$ cat config.mk
export PLATFORM = sky130hd
export DESIGN_NAME = psst_bank
export DESIGN_NICKNAME = d
export VERILOG_FILES = /design/src/psst_pkg.sv /design/src/psst_bank.sv
export SDC_FILE = /design/constraint.sdc
export NUM_CORES = 1
export LEC_CHECK = 0
export BUFFER_PORTS_ARGS = -buffer_cell sky130_fd_sc_hd__buf_2
export CORE_UTILIZATION = 47
export DETAILED_ROUTE_END_ITERATION = 6
export PLACE_DENSITY = 0.76
export SLEW_MARGIN = 20
export SYNTH_ARGS = -nofsm -noshare
export SYNTH_HDL_FRONTEND = slang
export SYNTH_SLANG_ARGS = --single-unit
$ cat constraint.sdc
create_clock -name sys_clk -period 2.5 [get_ports sys_clk]
set_input_delay 0.5 -clock sys_clk [delete_from_list [all_inputs] [get_ports sys_clk]]
set_output_delay 0.5 -clock sys_clk [all_outputs]
set_load 0.05 [all_outputs]
$ cat src/psst_pkg.sv
// Package for the power stage status and telemetry register bank
package psst_pkg;
    // Command codes of the readable registers
    localparam logic [7:0] CMD_STATUS_BYTE = 8'h78;
    localparam logic [7:0] CMD_SUMMARY_WORD = 8'h79;
    localparam logic [7:0] CMD_VOUT_STATUS = 8'h7a;
    localparam logic [7:0] CMD_IOUT_STATUS = 8'h7b;
    localparam logic [7:0] CMD_INPUT_STATUS = 8'h7c;
    localparam logic [7:0] CMD_TEMP_STATUS = 8'h7d;
    localparam logic [7:0] CMD_COMM_STATUS = 8'h7e;
    localparam logic [7:0] CMD_VIN_READING = 8'h88;
    localparam logic [7:0] CMD_VOUT_READING = 8'h8b;

    // Measurement width and scale
    localparam int MEAS_W = 10;
    localparam real VOUT_LSB_MV = 1.25;

    // Bit positions in the summary word high byte
    localparam int SW_VOUT = 15;
    localparam int SW_IOUT = 14;
    localparam int SW_VIN = 13;
    localparam int SW_PGOOD_N = 11;
    localparam int SW_OTHER = 8;
    // Bit positions in the status byte
    localparam int SB_OFF = 6;
    localparam int SB_VOUT_OV = 5;
    localparam int SB_IOUT_OC = 4;
    localparam int SB_TEMP = 2;
    localparam int SB_COMM = 1;
    localparam int SB_NONE = 0;
    // Bit positions of byte-wide status fields
    localparam int B7 = 7;
    localparam int B6 = 6;
    localparam int B5 = 5;
    localparam int B4 = 4;
    localparam int B3 = 3;
    localparam int B1 = 1;
    localparam int B0 = 0;

    localparam logic [15:0] ZERO16 = 16'h0000;
    localparam logic [7:0] ZERO8 = 8'h00;

    // Fault and warning causes from the analog side
    typedef struct packed {
        logic vout_ov;
        logic vout_uv;
        logic vout_range;
        logic vout_other;
        logic iout_oc;
        logic iout_oc_uv;
        logic iout_warn;
        logic vin_ov_pin;
        logic vin_ov_warn;
        logic vin_uv_warn;
        logic vin_uvlo_ok;
        logic ot_fault;
        logic ot_warn;
        logic other_fault;
        logic pgood;
        logic disabled;
        logic cmd_bad;
        logic data_bad;
        logic mem_fault;
        logic comm_other;
        logic mem_busy;
    } psst_cause_type;

    // Latched flags
    typedef struct packed {
        logic vout_other;
        logic vout_range;
        logic iout_oc;
        logic iout_oc_uv;
        logic iout_warn;
        logic vin_ov_pin;
        logic vin_ov_warn;
        logic vin_uv_warn;
        logic ot_fault;
        logic ot_warn;
        logic other_fault;
        logic cmd_bad;
        logic data_bad;
        logic mem_fault;
        logic comm_other;
    } psst_latch_type;

    // Module state except the bus error latch
    typedef struct packed {
        psst_latch_type lat;
        logic vin_startup;
        logic [15:0] rdata;
        logic rvalid;
        logic rerr;
    } psst_state_type;
endpackage
$ cat src/psst_bank.sv
// Status and telemetry register bank of the point-of-load converter
`timescale 1ns/1ps

// Function
// - Latched summary flags clear only on clear-faults once the cause is gone.
// - Word bit 15 set for any output-voltage issue (overvoltage and undervoltage live, range and other latched), bit 14 live for overcurrent.
// - Word bit 13 set from power-up until input first passes lockout.
// - Word bit 11 reads inverted power-good, live.
// - Word bit 8 latches unlisted faults; bits 12, 10, 9 read zero.
// - Word low byte equals the status byte register.
// - Output-voltage status bit 7 live overvoltage fault.
// - Output-voltage bit 4 live undervoltage; bits 6,5,2,1 read zero.
// - Output-voltage bit 3 set on out-of-range voltage programming attempt.
// - Output-voltage bit 0 latches unlisted fault types.
// - Input status bit 7 latches overvoltage seen on the sense pin.
// - Input status bit 6 latches input overvoltage warning.
// - Input bit 5 latches undervoltage warning; bits 4..0 read zero.
// - Latched input flags clear on clear-faults only after cause removed.
// - Temperature bits 7 and 6 latch fault and warning; rest zero.
// - Input reading returns 10-bit value, upper bits zero.
// - Output reading returns 10-bit value at 1.25 mV steps, upper zero.
// - Status byte bit 6 live when converter is disabled.
// - Status byte bit 1 latches on a management bus error.
module psst_bank #(
    parameter int MEAS_WIDTH = psst_pkg::MEAS_W // Measurement width
) (
    input wire logic sys_clk, // 125 MHz clock
    input wire logic rst_b, // Synchronous reset, active low
    input wire psst_pkg::psst_cause_type cause, // Live fault causes
    input wire logic comm_err, // Bus error pulse
    input wire logic clear_faults, // Clear-faults command pulse
    input wire logic [MEAS_WIDTH-1:0] vin_meas, // Input voltage sample
    input wire logic [MEAS_WIDTH-1:0] vout_meas, // Output voltage sample
    input wire logic rd_req, // Read request pulse
    input wire logic [7:0] rd_cmd, // Command code to read
    output logic [15:0] rd_data, // Read data
    output logic rd_valid, // Read answer pulse
    output logic rd_err // Unsupported command pulse
);
    psst_pkg::psst_state_type st_r;
    psst_pkg::psst_state_type st_nxt;
    logic comm_lat_r;
    logic comm_lat_nxt;
    logic [7:0] sb;
    logic [15:0] sw;
    logic [7:0] vo_st;
    logic [7:0] io_st;
    logic [7:0] in_st;
    logic [7:0] t_st;
    logic [7:0] c_st;
    logic [15:0] vin_rd;
    logic [15:0] vout_rd;

    // Status views built from live causes and latched flags
    always_comb begin
        sb = psst_pkg::ZERO8;
        sb[psst_pkg::SB_OFF] = cause.disabled;
        sb[psst_pkg::SB_VOUT_OV] = cause.vout_ov;
        sb[psst_pkg::SB_IOUT_OC] = st_r.lat.iout_oc;
        sb[psst_pkg::SB_TEMP] = cause.ot_fault | cause.ot_warn;
        sb[psst_pkg::SB_COMM] = comm_lat_r;
        sb[psst_pkg::SB_NONE] = st_r.lat.other_fault;
        sw = {psst_pkg::ZERO8, sb};
        sw[psst_pkg::SW_VOUT] = cause.vout_ov | cause.vout_uv
            | st_r.lat.vout_range | st_r.lat.vout_other;
        sw[psst_pkg::SW_IOUT] = cause.iout_oc;
        sw[psst_pkg::SW_VIN] = st_r.vin_startup;
        sw[psst_pkg::SW_PGOOD_N] = ~cause.pgood;
        sw[psst_pkg::SW_OTHER] = st_r.lat.other_fault;
        vo_st = psst_pkg::ZERO8;
        vo_st[psst_pkg::B7] = cause.vout_ov;
        vo_st[psst_pkg::B4] = cause.vout_uv;
        vo_st[psst_pkg::B3] = st_r.lat.vout_range;
        vo_st[psst_pkg::B0] = st_r.lat.vout_other;
        io_st = psst_pkg::ZERO8;
        io_st[psst_pkg::B7] = st_r.lat.iout_oc;
        io_st[psst_pkg::B6] = st_r.lat.iout_oc_uv;
        io_st[psst_pkg::B5] = st_r.lat.iout_warn;
        in_st = psst_pkg::ZERO8;
        in_st[psst_pkg::B7] = st_r.lat.vin_ov_pin;
        in_st[psst_pkg::B6] = st_r.lat.vin_ov_warn;
        in_st[psst_pkg::B5] = st_r.lat.vin_uv_warn;
        t_st = psst_pkg::ZERO8;
        t_st[psst_pkg::B7] = st_r.lat.ot_fault;
        t_st[psst_pkg::B6] = st_r.lat.ot_warn;
        c_st = psst_pkg::ZERO8;
        c_st[psst_pkg::B7] = st_r.lat.cmd_bad;
        c_st[psst_pkg::B6] = st_r.lat.data_bad;
        c_st[psst_pkg::B4] = st_r.lat.mem_fault;
        c_st[psst_pkg::B1] = st_r.lat.comm_other;
        c_st[psst_pkg::B0] = cause.mem_busy; // busy is a live state
        vin_rd = psst_pkg::ZERO16;
        vin_rd[MEAS_WIDTH-1:0] = vin_meas;
        vout_rd = psst_pkg::ZERO16;
        vout_rd[MEAS_WIDTH-1:0] = vout_meas;
    end

    // Latch update: a new event always beats the clear in the same cycle
    always_comb begin
        psst_pkg::psst_latch_type ev;
        psst_pkg::psst_latch_type kept;
        ev = '{vout_other: cause.vout_other, vout_range: cause.vout_range,
            iout_oc: cause.iout_oc, iout_oc_uv: cause.iout_oc_uv,
            iout_warn: cause.iout_warn, vin_ov_pin: cause.vin_ov_pin,
            vin_ov_warn: cause.vin_ov_warn, vin_uv_warn: cause.vin_uv_warn,
            ot_fault: cause.ot_fault, ot_warn: cause.ot_warn,
            other_fault: cause.other_fault, cmd_bad: cause.cmd_bad,
            data_bad: cause.data_bad, mem_fault: cause.mem_fault,
            comm_other: cause.comm_other};
        // Clear drops only flags whose cause is already gone
        kept = clear_faults ? '0 : st_r.lat;
        st_nxt = st_r;
        st_nxt.lat = kept | ev;
        // Start-up flag falls once lockout is passed, never returns
        if (cause.vin_uvlo_ok) begin
            st_nxt.vin_startup = 1'b0;
        end
        comm_lat_nxt = (comm_lat_r & ~clear_faults) | comm_err;
        // Read answer one cycle after the request
        st_nxt.rvalid = rd_req;
        st_nxt.rerr = 1'b0;
        st_nxt.rdata = psst_pkg::ZERO16;
        if (rd_req) begin
            case (rd_cmd)
                psst_pkg::CMD_STATUS_BYTE: st_nxt.rdata = {psst_pkg::ZERO8, sb};
                psst_pkg::CMD_SUMMARY_WORD: st_nxt.rdata = sw;
                psst_pkg::CMD_VOUT_STATUS:
                    st_nxt.rdata = {psst_pkg::ZERO8, vo_st};
                psst_pkg::CMD_IOUT_STATUS:
                    st_nxt.rdata = {psst_pkg::ZERO8, io_st};
                psst_pkg::CMD_INPUT_STATUS:
                    st_nxt.rdata = {psst_pkg::ZERO8, in_st};
                psst_pkg::CMD_TEMP_STATUS:
                    st_nxt.rdata = {psst_pkg::ZERO8, t_st};
                psst_pkg::CMD_COMM_STATUS:
                    st_nxt.rdata = {psst_pkg::ZERO8, c_st};
                psst_pkg::CMD_VIN_READING: st_nxt.rdata = vin_rd;
                psst_pkg::CMD_VOUT_READING: st_nxt.rdata = vout_rd;
                default: st_nxt.rerr = 1'b1; // Unmapped reads return zero
            endcase
        end
    end

    // State registers; start-up flag is set by reset
    always_ff @(posedge sys_clk) begin
        if (!rst_b) begin
            st_r <= '0;
            st_r.vin_startup <= 1'b1;
            comm_lat_r <= 1'b0;
        end else begin
            st_r <= st_nxt;
            comm_lat_r <= comm_lat_nxt;
        end
    end

    assign rd_data = st_r.rdata;
    assign rd_valid = st_r.rvalid;
    assign rd_err = st_r.rerr;
endmodule

==> flow_metrics.env, run 1 <==
export IMPL_clk_pin_slew_ps=90
export IMPL_cts_made_buffers=5
export IMPL_synth_top_cell_area_share=0.387
export IMPL_worstReg2RegStart="c_st[7]"
export IMPL_ff2ff_path_depth=4
export IMPL_chipWidth_um=62.3
export IMPL_run_status="completed"
export IMPL_worst_r2r_endpoint="rd_data[7]"
export IMPL_dieHeight_um=62.3
export IMPL_num_rows=21
export IMPL_synth_top_family_by_area="simple AND/OR/NAND/NOR gates"
export IMPL_period_needed_ps=2020
export IMPL_utilization=0.596
export IMPL_setup_violations_final=0
export IMPL_synth_xor_area_frac=0
export IMPL_crit_arrival_ps=2260
export IMPL_globalRoute_totalOverflow=0
export IMPL_dpl_cell_count=280
export IMPL_synth_simple_gate_area_share=0.264
export IMPL_first_iter_violations=87
export IMPL_synth_async_sr_flop_share=0
export IMPL_finalMaxSlewViolations=0
export IMPL_drive_gt1_frac=0.372
export IMPL_cts_tree="done"
export IMPL_power_leakage_nw=0.892
export IMPL_max_clock_freq_ghz=0.494
export IMPL_avgViaCountPerCell=5.16
export IMPL_critical_path_required_ps=2740
export IMPL_grt_setup_unrepaired="false"
export IMPL_cts_hold_fix_buffers=0
export IMPL_postSynthRegisterBits=33
export IMPL_timing_max_cap_violations=0
export IMPL_fin_crit_sh=0.809
export IMPL_synthesis_instances=190
export IMPL_boundaryPins=72
export IMPL_maximum_level_of_the_cts_h_tree=2
export IMPL_largest_voltage_drop_on_the_vdd_net_mv=0.579
export IMPL_yosysMostFrequentCell="dfxtp_1"
export IMPL_syn_to_final_growth_pct=19.3
export IMPL_critical_path_class="in -> reg"
export IMPL_routedWlPerCell_um=13.4
export IMPL_clock_root_buffer="clkbuf_4"
export IMPL_antenna_violations_before_repair=0
export IMPL_finalNetCount=295
export IMPL_core_um2=3420
export IMPL_ant_nets=0
export IMPL_io_buffers=69
export IMPL_yosys_warnings=0
export IMPL_cp_max_fo=13
export IMPL_synthFlopType="dfxtp_1"
export IMPL_clock_sinks=33
export IMPL_ctsResizeCount=0
export IMPL_routed_wirelength_mm=3.87
export IMPL_power_density_cell_area_nw_per_um2=550
export IMPL_setup_worst_path_start_class="input pin"
export IMPL_synth_cell_types=43
export IMPL_synth_avg_cell_area_um2=8.98
export IMPL_routed_via_count=1485
export IMPL_global_route_wire_length_before_repair_mm=6.27
export IMPL_dp_final_hpwl_mm=2.85
export IMPL_place_congestion=0.843
export IMPL_wl_met1_mm=1.77
export IMPL_worst_r2r_setup_slack_ps=1500
export IMPL_number_of_enable_type_register_cells_in_the_synthesized_netlist=0
export IMPL_timing_setup_tns_ps=0
export IMPL_synth_adder_area_share=0
export IMPL_yosys_mux_area_fraction=0.0308
export IMPL_floorplan_initialDensity=0.500
export IMPL_finish_cell_count_without_fillers=288
export IMPL_timing_critical_path_to="rd_data[11]"
export IMPL_worstSetupEndpointType="register"
export IMPL_dr_pass1_iters=4
export IMPL_skew_ps=7.64
export IMPL_met2_wirelength_mm=1.72
export IMPL_post_route_drc_count=0
export IMPL_worst_skew_pair_latency_ps=330
export IMPL_cts_path_max_buffers=2
export IMPL_power_total_mw=1.12
export IMPL_synth_compound_gate_area_share=0.199
export IMPL_met3_wl_um=295
export IMPL_diodes=0
export IMPL_grt_start_max_net_pins=25
export IMPL_top_signal_layer_used="met4"
export IMPL_report_final_hold_viol_count=0
export IMPL_timing_hold_worst_class="in -> reg"
export IMPL_synth_seq_area_share=0.387
export IMPL_number_of_global_route_vias_before_repair=1385
export IMPL_cts_setup_buffers=0
export IMPL_track_usage=0.209
export IMPL_cp_startpoint="rd_cmd[5]"
export IMPL_synth_cell_area_um2=1710
export IMPL_yosys_top_cells_area="dfxtp_1, buf_4, o21a_1"
export IMPL_fp_dieArea_um2=3880
export IMPL_synth_cells_most_frequent="dfxtp_1, nor2b_1, buf_4, o21a_1, a21oi_1"
export IMPL_synth_largest_area_cell="dfxtp_1"
worst max-delay path, cell delays in order:
cell,delay (ps)
buf_2,110
or4b_1,590
o31ai_4,310
nand4_2,380
nor4_1,380
flip-flops by register name, indices dropped and copies added (netlist names):
signal	cells
rd_valid	1
rd_data	14
c_st	4
in_st	3
io_st	3
st_r	5
sb	1
rd_err	1
comm_lat_r	1
per-layer routing:
metal  up-vias  GRT usage
met5         -          0
met1       648      0.263
met3        13     0.0643
met4         0     0.0988
li1        758          -
met2        66      0.326
cell type report:
type | count | area, um^2
Fill cell | 343 | 1380
Multi-Input combinational cell | 125 | 850
Sequential cell | 33 | 661
Timing Repair Buffer | 72 | 368
Tap cell | 46 | 57.6
Clock buffer | 7 | 55.1
Clock inverter | 1 | 30.0
Inverter | 4 | 15.0
layout by cell type (no fill, tap or decap), types with 5 or more instances in the layout:
cell type,count
o21ai_0,6
dfxtp_1,33
or3b_2,5
clkbuf_4,5
nor4_1,5
nand2_1,5
nand3_1,9
and3_1,5
a21oi_1,11
buf_2,69
o21a_1,16
nor2b_1,18
logic make-up (layout without fill, tap and decap cells):
| group | after synthesis | in the layout |
|---|---|---|
| simple gates | 70 | 70 |
| compound gates | 48 | 48 |
| flops | 33 | 33 |
| buf+inv | 33 | 84 |
| mux | 5 | 5 |
| other cells | 1 | 2 |
worst min-delay path by stage:
stage | start | end | slack [ps] | cells past startpoint
2_1_floorplan | c_st[1] | rd_data[1] | 460 | 2
3_3_place_gp | c_st[1] | rd_data[1] | 480 | 2
3_5_place_dp | c_st[1] | rd_data[1] | 480 | 2
4_1_cts | cause[6] | rd_data[11] | 330 | 2
5_1_grt | cause[6] | rd_data[11] | 310 | 2
6_report | cause[6] | rd_data[11] | 330 | 2
through the flow:
step                hold slack (ps)  setup slack, ps  cell area, um^2
floorplan                       458              441             1710
global placement                478              236             1950
detailed placement              479              131             1950
CTS                             327              489             2040
global route                    306              385             2040
finish                          332              477             2040
report_power, final:
| part | switching, mW | internal [mW] | total (mW) |
|---|---|---|---|
| Sequential | 0.00974 | 0.545 | 0.555 |
| Clock | 0.169 | 0.239 | 0.408 |
| Combinational | 0.0844 | 0.0731 | 0.157 |
(Power assumes the default switching activity.)
==> inputs of run 2 (changes only) <==
- clock period: 2.5 -> 2 ns (I/O delays scaled with it)
==> flow_metrics.env, run 2 (synthesized netlist as in run 1, its figures left out) <==
export IMPL_globalRoute_totalOverflow=0
export IMPL_diodes=0
export IMPL_first_iter_violations=59
export IMPL_finalNetCount=302
export IMPL_cts_made_buffers=5
export IMPL_period_needed_ps=1680
export IMPL_worstSetupEndpointType="register"
export IMPL_fin_crit_sh=0.839
export IMPL_crit_arrival_ps=1920
export IMPL_cp_max_fo=11
export IMPL_floorplan_initialDensity=0.500
export IMPL_fp_dieArea_um2=3880
export IMPL_maximum_level_of_the_cts_h_tree=2
export IMPL_dieHeight_um=62.3
export IMPL_critical_path_class="in -> reg"
export IMPL_power_density_cell_area_nw_per_um2=675
export IMPL_critical_path_slowest_cell="or4b_1"
export IMPL_cts_hold_fix_buffers=0
export IMPL_largest_register_ffs=14
export IMPL_setup_worst_path_start_class="input pin"
export IMPL_post_route_drc_count=0
export IMPL_critical_path_buf_inv_count=2
export IMPL_routedWlPerCell_um=13.3
export IMPL_avgViaCountPerCell=5.27
export IMPL_worst_skew_pair_latency_ps=330
export IMPL_ant_nets=0
export IMPL_cts_tree="done"
export IMPL_report_final_hold_viol_count=0
export IMPL_finalMaxSlewViolations=0
export IMPL_ff2ff_path_depth=4
export IMPL_grt_setup_unrepaired="false"
export IMPL_dp_final_hpwl_mm=2.94
export IMPL_ctsResizeCount=0
export IMPL_cts_path_max_buffers=2
export IMPL_hold_worst_slack_ps=225
export IMPL_chipWidth_um=62.3
export IMPL_power_total_mw=1.41
export IMPL_grt_start_max_net_pins=18
export IMPL_whs_path_depth=2
export IMPL_core_um2=3420
export IMPL_num_rows=21
export IMPL_cts_setup_buffers=0
export IMPL_crit_path_max_incr_delay_ps=580
export IMPL_largest_voltage_drop_on_the_vdd_net_mv=0.571
export IMPL_critical_path_required_ps=2240
export IMPL_setup_violations_final=0
export IMPL_drive_gt1_frac=0.390
export IMPL_routed_wirelength_mm=3.93
export IMPL_track_usage=0.213
export IMPL_timing_critical_path_depth=6
export IMPL_fin_area_um2=2090
export IMPL_timing_max_cap_violations=0
export IMPL_most_frequent_standard_cell_in_the_layout_excluding_fill_and_tap_cells="buf_2"
export IMPL_timing_hold_worst_class="in -> reg"
export IMPL_syn_to_final_growth_pct=22.4
export IMPL_io_buffers=69
export IMPL_power_leakage_nw=0.924
export IMPL_routed_via_count=1554
export IMPL_number_of_global_route_vias_before_repair=1422
export IMPL_place_congestion=0.845
export IMPL_max_clock_freq_ghz=0.596
export IMPL_skew_ps=8.89
export IMPL_placement_cell_area_um2=2000
export IMPL_cp_top_family="simple AND/OR/NAND/NOR gates"
export IMPL_global_route_wire_length_before_repair_mm=6.36
export IMPL_clock_sinks=33
export IMPL_crit_chain="buf_2 > or4b_1 > o31ai_4 > nand4_2 > buf_4 > nor4_1"
export IMPL_clock_root_buffer="clkbuf_4"
export IMPL_run_status="completed"
export IMPL_boundaryPins=72
export IMPL_clk_pin_slew_ps=100
export IMPL_top_library_cells_by_usage_in_the_layout_fill_and_taps_aside="buf_2, dfxtp_1, nor2b_1"
export IMPL_dr_pass1_iters=4
export IMPL_antenna_violations_before_repair=0
[run 2: stage by stage]
step	worst slack (ps)	instances	setup TNS [ps]	utilization
2_1_floorplan	40.8	191	0	-
6_report	322	295	0	0.611
3_5_place_dp	-15.9	287	-15.9	0.586
5_1_grt	179	295	0	0.611
4_1_cts	332	295	0	0.611
3_3_place_gp	14.6	287	0	0.586
[run 2: power breakdown]
group          switching [mW]  internal (mW)  total (mW)
sequential             0.0117          0.682       0.693
combinational           0.107         0.0969       0.204
clock                   0.213          0.298       0.512
[run 2: worst paths after layout]
| kind | slack [ps] | end | start |
|---|---|---|---|
| worst min register to register | 490 | rd_data[1] | c_st[1] |
| worst max register to register | 1020 | rd_data[7] | c_st[7] |
| worst min-delay path | 230 | rd_data[11] | cause[6] |
| worst max-delay path | 320 | rd_data[15] | rd_cmd[5] |
[run 2: area by class of cell]
| class | instances | area (um^2) |
|---|---|---|
| Multi-Input combinational cell | 125 | 850 |
| Tap cell | 46 | 57.6 |
| Timing Repair Buffer | 79 | 420 |
| Sequential cell | 33 | 661 |
| Clock inverter | 1 | 30.0 |
| Fill cell | 313 | 1330 |
| Clock buffer | 7 | 55.1 |
| Inverter | 4 | 15.0 |
[run 2: per-layer routing]
layer	GRT usage	vias to the layer above	wire length [um]
met5	0	-	0
met4	0.0756	0	41
met3	0.0754	4	286
met2	0.334	76	1810
met1	0.269	698	1790
li1	-	776	-
[run 2: worst register-to-register path, stage by stage, from the launching register on]
cell	delay (ps)
dfxtp_1	340
mux2i_1	70
o32ai_1	230
nand3_1	130
a21oi_1	150
